`src/load_pkg.sv`:
```
// load path package: modes, sizes, widths and state encodings
// assumes a 64-bit core with 32 general-purpose registers
package load_pkg;
  localparam int XLEN      = 64;
  localparam int REG_IDX_W = 5;
  localparam int DISP_W    = 16;
  localparam int HALF_W    = 16;
  localparam int BYTE_W    = 8;
  localparam int WORD_W    = 32;
  localparam logic [REG_IDX_W-1:0] GPR_ZERO = 5'h00;

  typedef enum logic [1:0] {
    MODE_DISP     = 2'h0,
    MODE_INDEXED  = 2'h1,
    MODE_INDIRECT = 2'h2,
    MODE_DSCALED  = 2'h3
  } addr_mode_t;

  typedef enum logic [1:0] {
    SIZE_BYTE  = 2'h0,
    SIZE_HALF  = 2'h1,
    SIZE_WORD  = 2'h2,
    SIZE_DWORD = 2'h3
  } load_size_t;

  typedef enum logic [2:0] {
    ST_IDLE = 3'h1,
    ST_WAIT = 3'h2,
    ST_DONE = 3'h4
  } load_state_t;
endpackage

```
`src/load_if.sv`:
```
// interface between the load sequencer and its helpers
// assumes one clock; all signals combinational between modules
`timescale 1ns/1ps
interface load_if;
  import load_pkg::*;
  addr_mode_t             mode;
  logic                   update;
  logic [REG_IDX_W-1:0]   baseRegField;
  logic [XLEN-1:0]        baseVal;
  logic [XLEN-1:0]        indexVal;
  logic [DISP_W-1:0]      disp;
  logic [XLEN-1:0]        effectiveAddr;
  load_size_t             size;
  logic                   signedLoad;
  logic                   littleEndian;
  logic [XLEN-1:0]        memData;
  logic [XLEN-1:0]        extended;
  modport seq  (output mode, update, baseRegField, baseVal, indexVal, disp,
                size, signedLoad, littleEndian, memData,
                input effectiveAddr, extended);
  modport agen (input mode, update, baseRegField, baseVal, indexVal, disp,
                output effectiveAddr);
  modport ext  (input size, signedLoad, littleEndian, memData,
                output extended);
endinterface

```
`src/integer_load_agen_extend.sv`:
```
// Contract
// RULE1: displacement is sign-extended and added to base
// RULE2: base field zero adds zero in displacement
// RULE3: indexed address is base plus index
// RULE4: indexed with base field zero uses zero
// RULE5: indirect uses base, zero when field zero
// RULE6: valid update writes address to base register
// RULE7: update with base zero or equal dest invalid
// RULE8: update forms always add the base contents
// RULE9: big-endian assembly unless little-endian selected
// RULE10: byte load zero-extends into destination
// RULE11: halfword zero load clears upper bits
// RULE12: algebraic halfword sign-extends from its msb
// RULE13: word zero load clears upper 32 bits
// RULE14: algebraic word sign-extends into upper half
// RULE15: doubleword load fills whole destination
// RULE16: address is 64-bit sum, carry dropped
// RULE17: invalid form flagged, no register written
//
// integer load path: address generation, memory request, extension
// assumes decode holds operands only for the issue cycle, littleEndian until write-back, and memory
// answers with a one-cycle memValid pulse some cycles after memReq
`timescale 1ns/1ps
module integer_load_agen_extend (
  // clock and reset
  input  wire logic                       mclk,
  input  wire logic                       rst,
  // issue from decode and register file
  input  wire logic                       issueValid,
  input  wire load_pkg::addr_mode_t       issueMode,
  input  wire logic                       issueUpdate,
  input  wire load_pkg::load_size_t       issueSize,
  input  wire logic                       issueSigned,
  input  wire logic                       littleEndian,
  input  wire logic [4:0]                 baseRegField,
  input  wire logic [4:0]                 destRegField,
  input  wire logic [63:0]                baseVal,
  input  wire logic [63:0]                indexVal,
  input  wire logic [15:0]                disp,
  output logic                            issueReady,
  // data memory
  output logic                            memReq,
  output logic [63:0]                     memAddr,
  output load_pkg::load_size_t            memSize,
  input  wire logic                       memValid,
  input  wire logic [63:0]                memData,
  // register write-back
  output logic                            destWe,
  output logic [4:0]                      destIdx,
  output logic [63:0]                     destData,
  output logic                            baseWe,
  output logic [4:0]                      baseIdx,
  output logic [63:0]                     baseData,
  // exception logic
  output logic                            invalidForm
);
  import load_pkg::*;

  load_if lif ();

  load_state_t             state_reg, state_next;
  load_size_t              size_reg;
  logic                    signed_reg;
  logic                    update_reg;
  logic [REG_IDX_W-1:0]    dest_reg;
  logic [REG_IDX_W-1:0]    base_reg;
  logic [XLEN-1:0]         ea_reg;

  // operands go straight to the address adder in the issue cycle
  assign lif.mode         = issueMode;
  assign lif.update       = issueUpdate;
  assign lif.baseRegField = baseRegField;
  assign lif.baseVal      = baseVal;
  assign lif.indexVal     = indexVal;
  assign lif.disp         = disp;
  assign lif.size         = size_reg;
  assign lif.signedLoad   = signed_reg;
  assign lif.littleEndian = littleEndian;
  assign lif.memData      = memData;

  load_agen   u_agen (.lif(lif));
  load_extend u_ext  (.lif(lif));

  wire idle      = (state_reg == ST_IDLE);
  wire accept    = idle && issueValid;
  // update form with base zero or base equal to destination is invalid
  wire badUpdate = issueUpdate &&
                   ((baseRegField == GPR_ZERO) ||
                    (baseRegField == destRegField)); // RULE7
  wire start     = accept && !badUpdate;
  // signed loads only exist for halfword and word sizes
  wire sgnOk     = issueSigned &&
                   ((issueSize == SIZE_HALF) || (issueSize == SIZE_WORD));

  always_comb begin
    state_next = state_reg;
    case (state_reg)
      ST_IDLE: begin
        if (start) begin
          state_next = ST_WAIT;
        end
      end
      ST_WAIT: begin
        if (memValid) begin
          state_next = ST_DONE;
        end
      end
      ST_DONE: state_next = ST_IDLE;
      default: state_next = ST_IDLE;
    endcase
  end

  always_ff @(posedge mclk or posedge rst) begin
    if (rst) begin
      state_reg <= ST_IDLE;
    end else begin
      state_reg <= state_next;
    end
  end

  // captured instruction context
  always_ff @(posedge mclk or posedge rst) begin
    if (rst) begin
      size_reg   <= SIZE_BYTE;
      signed_reg <= 1'b0;
      update_reg <= 1'b0;
      dest_reg   <= '0;
      base_reg   <= '0;
      ea_reg     <= '0;
    end else if (start) begin
      size_reg   <= issueSize;
      signed_reg <= sgnOk;
      update_reg <= issueUpdate;
      dest_reg   <= destRegField;
      base_reg   <= baseRegField;
      ea_reg     <= lif.effectiveAddr; // RULE16
    end
  end

  // memory request: one-cycle pulse right after start (accepted issue that is not an invalid update form)
  always_ff @(posedge mclk or posedge rst) begin
    if (rst) begin
      memReq  <= 1'b0;
      memAddr <= '0;
      memSize <= SIZE_BYTE;
    end else begin
      memReq <= start;
      if (start) begin
        memAddr <= lif.effectiveAddr; // RULE1 RULE3 RULE5
        memSize <= issueSize;
      end
    end
  end

  // ready only while idle, registered from state_next so it rises on the same edge that returns the state to idle
  always_ff @(posedge mclk or posedge rst) begin
    if (rst) begin
      issueReady <= 1'b0;
    end else begin
      issueReady <= (state_next == ST_IDLE);
    end
  end

  // invalid form: pulse to exception logic, no write-back started
  always_ff @(posedge mclk or posedge rst) begin
    if (rst) begin
      invalidForm <= 1'b0;
    end else begin
      invalidForm <= accept && badUpdate; // RULE17
    end
  end

  // write-back on memory answer: destination always, base on update
  wire wbFire = (state_reg == ST_WAIT) && memValid;

  always_ff @(posedge mclk or posedge rst) begin
    if (rst) begin
      destWe   <= 1'b0;
      destIdx  <= '0;
      destData <= '0;
      baseWe   <= 1'b0;
      baseIdx  <= '0;
      baseData <= '0;
    end else begin
      destWe <= wbFire; // RULE6
      baseWe <= wbFire && update_reg; // RULE6
      if (wbFire) begin
        destIdx  <= dest_reg;
        destData <= lif.extended; // RULE9 RULE10 RULE12 RULE15
        baseIdx  <= base_reg;
        baseData <= ea_reg; // RULE6
      end
    end
  end
endmodule // integer_load_agen_extend

```
`src/load_agen.sv`:
```
// effective address generator for integer loads
// assumes operands are stable in the cycle they are sampled
`timescale 1ns/1ps
module load_agen (
  load_if.agen lif
);
  import load_pkg::*;
  wire             baseIsZero = (lif.baseRegField == GPR_ZERO);
  // update forms always add the base register, never zero
  wire             useZero    = baseIsZero && !lif.update; // RULE8
  wire [XLEN-1:0]  baseTerm   = useZero ? '0 : lif.baseVal; // RULE2 RULE4
  wire [XLEN-1:0]  dispExt    =
    {{(XLEN-DISP_W){lif.disp[DISP_W-1]}}, lif.disp}; // RULE1
  // scaled form: low two bits of the field are cleared
  wire [XLEN-1:0]  dsExt      = {dispExt[XLEN-1:2], 2'b00};
  wire [XLEN-1:0]  offset     =
    (lif.mode == MODE_DISP)    ? dispExt :
    (lif.mode == MODE_DSCALED) ? dsExt :
    (lif.mode == MODE_INDEXED) ? lif.indexVal : '0; // RULE3 RULE5
  // carry out of bit 63 is dropped by the width of the sum
  assign lif.effectiveAddr = baseTerm + offset; // RULE16
endmodule // load_agen

```
`src/load_extend.sv`:
```
// loaded-element extractor and zero/sign extender
// assumes the element sits right-justified in memData in memory order
`timescale 1ns/1ps
module load_extend (
  load_if.ext lif
);
  import load_pkg::*;
  logic [XLEN-1:0] swapped;
  // default big-endian: element arrives msb-first; little-endian reverses
  always_comb begin
    swapped = lif.memData;
    if (lif.littleEndian) begin // RULE9
      case (lif.size)
        SIZE_HALF:  swapped = {48'h0, lif.memData[7:0], lif.memData[15:8]};
        SIZE_WORD:  swapped = {32'h0, lif.memData[7:0], lif.memData[15:8],
                               lif.memData[23:16], lif.memData[31:24]};
        SIZE_DWORD: begin
          for (int i = 0; i < 8; i++) begin
            swapped[i*8 +: 8] = lif.memData[(7-i)*8 +: 8];
          end
        end
        default:    swapped = lif.memData;
      endcase
    end
  end
  wire [BYTE_W-1:0] b = swapped[BYTE_W-1:0];
  wire [HALF_W-1:0] h = swapped[HALF_W-1:0];
  wire [WORD_W-1:0] w = swapped[WORD_W-1:0];
  wire hFill = lif.signedLoad & h[HALF_W-1];
  wire wFill = lif.signedLoad & w[WORD_W-1];
  assign lif.extended =
    (lif.size == SIZE_BYTE) ? {{(XLEN-BYTE_W){1'b0}}, b} : // RULE10
    (lif.size == SIZE_HALF) ? {{(XLEN-HALF_W){hFill}}, h} : // RULE11 RULE12
    (lif.size == SIZE_WORD) ? {{(XLEN-WORD_W){wFill}}, w} : // RULE13 RULE14
    swapped; // RULE15
endmodule // load_extend

```
`config.mk`:
```
export PLATFORM = sky130hd
export DESIGN_NAME = integer_load_agen_extend
export DESIGN_NICKNAME = d
export VERILOG_FILES = /design/src/load_pkg.sv /design/src/load_if.sv /design/src/integer_load_agen_extend.sv /design/src/load_agen.sv /design/src/load_extend.sv
export SDC_FILE = /design/constraint.sdc
export NUM_CORES = 1
export LEC_CHECK = 0
export BUFFER_PORTS_ARGS = -buffer_cell sky130_fd_sc_hd__buf_2
export CORE_MARGIN = 2
export CORE_UTILIZATION = 52
export CTS_CLUSTER_SIZE = 10
export DETAILED_ROUTE_END_ITERATION = 8
export PLACE_DENSITY_LB_ADDON = 0.25
export REMOVE_ABC_BUFFERS = 1
export SYNTH_ARGS = -nofsm -noshare
export SYNTH_HDL_FRONTEND = slang
export SYNTH_SLANG_ARGS = --single-unit
```
`constraint.sdc`:
```
create_clock -name mclk -period 16.7 [get_ports mclk]
set_input_delay 3.34 -clock mclk [delete_from_list [all_inputs] [get_ports mclk]]
set_output_delay 3.34 -clock mclk [all_outputs]
set_load 0.005 [all_outputs]
```
---- Word-level counts from Yosys, hierarchy flattened ----
Index checks and enable logic that the tools add are counted.
cells by class
  bitwise operators ....................... 2
  mux-type cells .......................... 12
  eq/ne operators ......................... 11
  add/subtract/negate cells ............... 1
  reductions and logical operators ........ 15
operators with widths
  cell                                                 count
  2-to-1 mux 64 bit                                    8
  one-hot mux 64 bit (3 select lines)                  1
  adder 64 bit                                         1
  equality test 2 bit, second input constant           4
  logical AND 1 bit                                    8
  equality test 2 x 1 -> 1 bit, second input constant  3
  equality test 3 x 1 -> 1 bit, second input constant  2
  2-to-1 mux 3 bit                                     2
  one-hot mux 3 bit (2 select lines)                   1
  equality test 5 bit                                  1
  zero test 5 bit                                      1
  zero test 2 bit                                      2
  equality test 3 x 2 -> 1 bit, second input constant  1
  bitwise AND 1 bit                                    2
  zero test 1 bit                                      2
  logical OR 1 bit                                     2
storage, ports and cells
  word-level logic and storage cells ...... 57
  bits in registers ....................... 224
  output and inout port bits .............. 209
  input port bits ......................... 229

---- Depth between registers and ports, before layout ----
  depth after elaboration ................. 8
  mapped depth ............................ 18
  mapped depth without buffers ............ 15

---- Modules after synthesis ----
Synthesis repeated with hierarchy kept, for this count alone.
second synthesis, totals
  cell total of the unflattened synthesis .. 1513
  area total of the unflattened synthesis .. 15708.8 sq um
by module, submodules not included
  module                    sequential area each (sq um)  instances  cells an instance  area an instance (sq um)
  integer_load_agen_extend  5606.6                        1          494                8752.1
  load_agen                 0.0                           1          733                4978.5
  load_extend               0.0                           1          286                1978.1

---- Worst setup path after synthesis ----
No wires, ideal clock.
  path type ............................... in2reg
  start point ............................. input port baseRegField[1]
  end point ............................... register memAddr[60]
  required time ........................... 16.574 ns
  library setup time ...................... 0.126 ns
  arrival ................................. 7.467 ns
  setup slack ............................. 9.107 ns
  buffers on the path ..................... 1
  stages .................................. 16
  cell sequence ........................... or4_1 nor3_1 clkbuf_1 nor2b_1 ha_1 fa_1 a21o_1 a221oi_2 a21oi_4 a311o_2 a31oi_4 nor3_2 nor2_4 o21ba_2 o31ai_1 a221o_1
between the ends
  word-level cells in the longest chain between the ends .. 5
  elaborated cells on any way between the ends .. 9
  those cells by class .................... add/sub (1); eq/ne (1); mux (1); reduce/logical (6)
RTL lines
  item                                                  RTL line                         RTL
  from (decl)                                           integer_load_agen_extend.sv:35   input wire logic [4:0] baseRegField,
  branches (longest 5 deep; another with adder 64 bit)  -
  to (signal assigned)                                  integer_load_agen_extend.sv:149  memAddr <= lif.effectiveAddr;
  to (decl)                                             integer_load_agen_extend.sv:43   output logic [63:0] memAddr,
Parallel ways; which one is timed is not known.
A chain may end at the register's enable or synchronous reset.

---- Final worst setup path ----
  start point ............................. input port issueMode[0]
  end point ............................... register memAddr[63]
between the ends
  word-level cells in the longest chain between the ends .. 5
  elaborated cells on any way between the ends .. 7
  those cells by class .................... add/sub (1); eq/ne (2); mux (3); reduce/logical (1)
RTL lines
  item                          RTL line                        RTL
  from (decl)                   integer_load_agen_extend.sv:30  input wire load_pkg::addr_mode_t issueMode,
  equality test 2 x 1 -> 1 bit  load_agen.sv:19                 (lif.mode == MODE_INDEXED) ? lif.indexVal : '0;
  2-to-1 mux 64 bit             load_agen.sv:19
  2-to-1 mux 64 bit             load_agen.sv:18                 (lif.mode == MODE_DSCALED) ? dsExt :
  2-to-1 mux 64 bit *           load_agen.sv:17                 (lif.mode == MODE_DISP) ? dispExt :
  adder 64 bit *                load_agen.sv:21                 assign lif.effectiveAddr = baseTerm + offset;
Mark *: on every way between the ends. The rest lies on a longest branch, timed or not.

==> flow_summary.toml <==
[finish]
multiInputGateArea_sq_um = 8340
drive_gt1_share_pct = 24.4
reg_top3 = "baseData x64, destData x64, memAddr x64"
area_growth_pct = 22.3
fillerInstances = 2469
seqCellArea_sq_um = 5610
final_nets = 2456

[clocking]
post-cts-setup-buffers = 0
cts-htree-levels = 1
insertion_delay_ps = 530
cts.reportedPaths.clkPinSlew_ps = 50
cts_buffers = 28
cts_buffer_depth = 3
clockRootBuffer = "clkbuf_16"
cts_tree = "done"
postCtsHoldBufs = 0
cts.repair.resized = 0
clock_sinks = 224

[timing]
fmax_mhz = 133
skew_ps = 9.62
setup_violations = 0
worst_slew_pin_slew_ps = 1190
finalHoldViolCount = 0
post-route-period-util_pct = 45.1
hold-worst-slack_ps = 465
maxSlewViolCount = 0
grt_setup_unrepaired = "no"
fin_crit_ps = 7540
timing.setup.tns_ps = 0
slew_headroom_pct = 20.7

[die]
core_area_sq_um = 27600
ios = 438
rows = 61
chipHeight_um = 171
die-area_sq_um = 29300
start_util_pct = 52.5
die_w_um = 171

[pwr]
ir_drop_mv = 0.0819
p_per_area_nw_per_um2 = 148
p_leak_uw = 0.00943

[global_routing]
grt_pass1_vias = 13800
overflow = 0
grt_usage_pct = 31.6
grt_max_degree = 108
antenna_found_initial = 6
grt_pass1_wl_um = 74200

[logic_synthesis]
ys_types = 76
seq_area_frac_synth_pct = 38.6
ys_seq_elements = 224
synth-async-reset-ratio_pct = 100
syn_avg_cell_area_sq_um = 8.01
synth_edf_count = 0
ys.flop_type = "dfrtp_1"
syn_inst = 1812
yosysWarnings = 0
synthesis.area_sq_um = 14500

[routing]
wl_per_cell_um = 18.6
detail-route-antenna-nets = 0
vias = 14700
finalWirelength_um = 47700
dr.first_iter.drc_count = 1305
vias_per_cell = 5.75
first_pass_iters = 5
route.detailed.drc = 0

[setup_path]
crit_type = "in2reg"
cpPeakStageDelay_ps = 900
crit_top_cell = "a21oi_1"
startpoint = "issueMode[0]"
crit_chain = "buf_2 -> and2_0 -> o21a_2 -> a21o_1 -> ha_1 -> a21oi_1 -> o21ai_0 -> a32oi_1 -> a21oi_1 -> o31ai_1 -> a211oi_1 -> nor2_1 -> a41o_1 -> mux2i_1 -> nand3_1"
cp-start-kind = "primary input"
cp-end-kind = "register"
cp_max_fo = 49
slowest_stage = "o21a_2"
critPathTopFamily = "compound AO/OA/AOI/OAI gates"
cp_data_arrival_time_ps = 7950
reg2reg_from = "state_reg[0]$_DFF_PP1_"
crit_required_ps = 17120
worst-path-buf-inv = 1

[placement]
gp_congestion = 0.993
dp_hpwl_um = 34600
port_buffers = 437

[run_status]
run_status = "finished, final reports clean"

[worst_hold_path]
hold_class = "reg2reg"
min_from = "baseData[37]$_DFFE_PP0P_"

[job]
drv_cap = 0
-- power breakdown --
group / internal [uW] / switching, uW / total (uW)
sequential: 784 / 168 / 952
clock: 375 / 232 / 607
combinational: 436 / 625 / 1060
-- metal layers --
layer  GRT usage (%)  wire (um)
met1            41.9      19600
met2            52.0      22300
met3            5.71       3960
met4            11.2       1830
met5               0         27
-- synthesized netlist by cell type, types with 3 or more instances --
cell	number	share of area [%]
o21a_1	13	0.67
a21o_1	82	4.2
nand2_1	454	12
nor2_1	104	2.7
o21bai_1	13	0.67
nor2b_1	69	3.0
buf_2	4	0.14
a31oi_1	24	1.0
inv_1	29	0.75
a22o_1	15	0.90
mux2i_1	24	1.7
xnor2_1	38	2.3
o31ai_1	6	0.31
o221ai_1	3	0.18
nand4_1	24	1.0
nor3_1	13	0.45
xor2_1	24	1.4
nand2b_1	7	0.30
ha_1	63	5.4
clkbuf_1	107	2.8
o211ai_1	12	0.62
nor3b_1	4	0.21
a211oi_1	9	0.47
mux2_2	16	1.2
o21ai_0	140	4.8
o22ai_1	47	2.0
a31oi_4	3	0.44
buf_1	16	0.41
o21ai_1	32	1.1
nand3_1	22	0.76
and2_1	4	0.17
a21oi_1	111	3.8
and3_1	3	0.13
dfrtp_1	223	38
-- path summary, 6_finish.rpt --
kind                                                  to  slack, ps  cells after the start
worst min-delay path            baseData[37]$_DFFE_PP0P_        460                      2
worst max-delay path             memAddr[63]$_DFFE_PP0P_       9160                     15
min in group asynchronous       baseData[59]$_DFFE_PP0P_       2900                      2
worst max register to register  destData[48]$_DFFE_PP0P_      11840                      8
max in group asynchronous        dest_reg[2]$_DFFE_PP0P_      11530                      4
worst min register to register  baseData[37]$_DFFE_PP0P_        460                      2
-- area by class of cell --
cell class	instances	share of cell area, %
repair buffers	449	12.8
flip-flops and latches	224	31.6
inverters	31	0.698
clock buffers	44	4.80
diodes	5	0.0705
clock inverters	3	0.367
multi-input cells	1429	47.0
well taps	378	2.66
-- worst register-to-register path, cell delays in order (launching register included) --
cell and delay (ps):
dfstp_2 360, nor3b_1 640, nand2_4 600, inv_2 170, buf_4 750, nand3_1 320
o21ai_2 450, nand2_1 990, o21ai_0 460
-- placed cells by master, fill, tap and decap left out, types with 3 or more instances in the layout --
cell type,netlist,final
buf_4,1,12
buf_2,4,437
nand2_1,454,453
nor3_1,13,12
a21oi_1,111,111
nand2b_1,7,6
clkbuf_16,0,29
xnor2_1,38,38
o22ai_1,47,47
xor2_1,24,24
clkbuf_1,107,8
a22o_1,15,15
o31ai_1,6,6
mux2_2,16,16
o211ai_1,12,12
diode_2,0,5
ha_1,63,63
a21o_1,82,82
nand3_1,22,22
nor3b_1,4,4
o21a_1,13,12
o21ai_0,140,140
nor2_1,104,104
nor2b_1,69,68
and2_1,4,4
o21bai_1,13,13
dfrtp_1,223,222
clkbuf_8,0,7
mux2i_1,24,24
and3_1,3,3
a31oi_4,3,3
inv_1,29,28
nand4_1,24,24
o21ai_1,32,31
a211oi_1,9,9
a31oi_1,24,24
o221ai_1,3,3
-- through the flow --
step | power, uW | util [%] | instances | setup slack (ps) | instance area (sq um)
floorplan | 1520 | - | 1684 | 6470 | 14000
global placement | 1980 | 60.9 | 2511 | 8860 | 16800
detailed placement | 2010 | 60.9 | 2511 | 8670 | 16800
CTS | 2620 | 64.2 | 2558 | 9220 | 17700
global route | 2800 | 64.2 | 2560 | 8610 | 17700
finish | 2620 | 64.2 | 2563 | 9160 | 17800
-- kinds of logic after synthesis --
| family | count (synthesis) | share of synthesized area (%) |
|---|---|---|
| AO/OA/AOI/OAI | 543 | 23.7 |
| XOR/XNOR | 62 | 3.74 |
| AND/OR/NAND/NOR | 720 | 21.3 |
| multiplexers | 40 | 2.90 |
| buffers and inverters | 159 | 4.17 |
| adder cells (fa/ha/maj) | 64 | 5.57 |
| flip-flops | 224 | 38.6 |
Power figures use the tool's default switching activity.
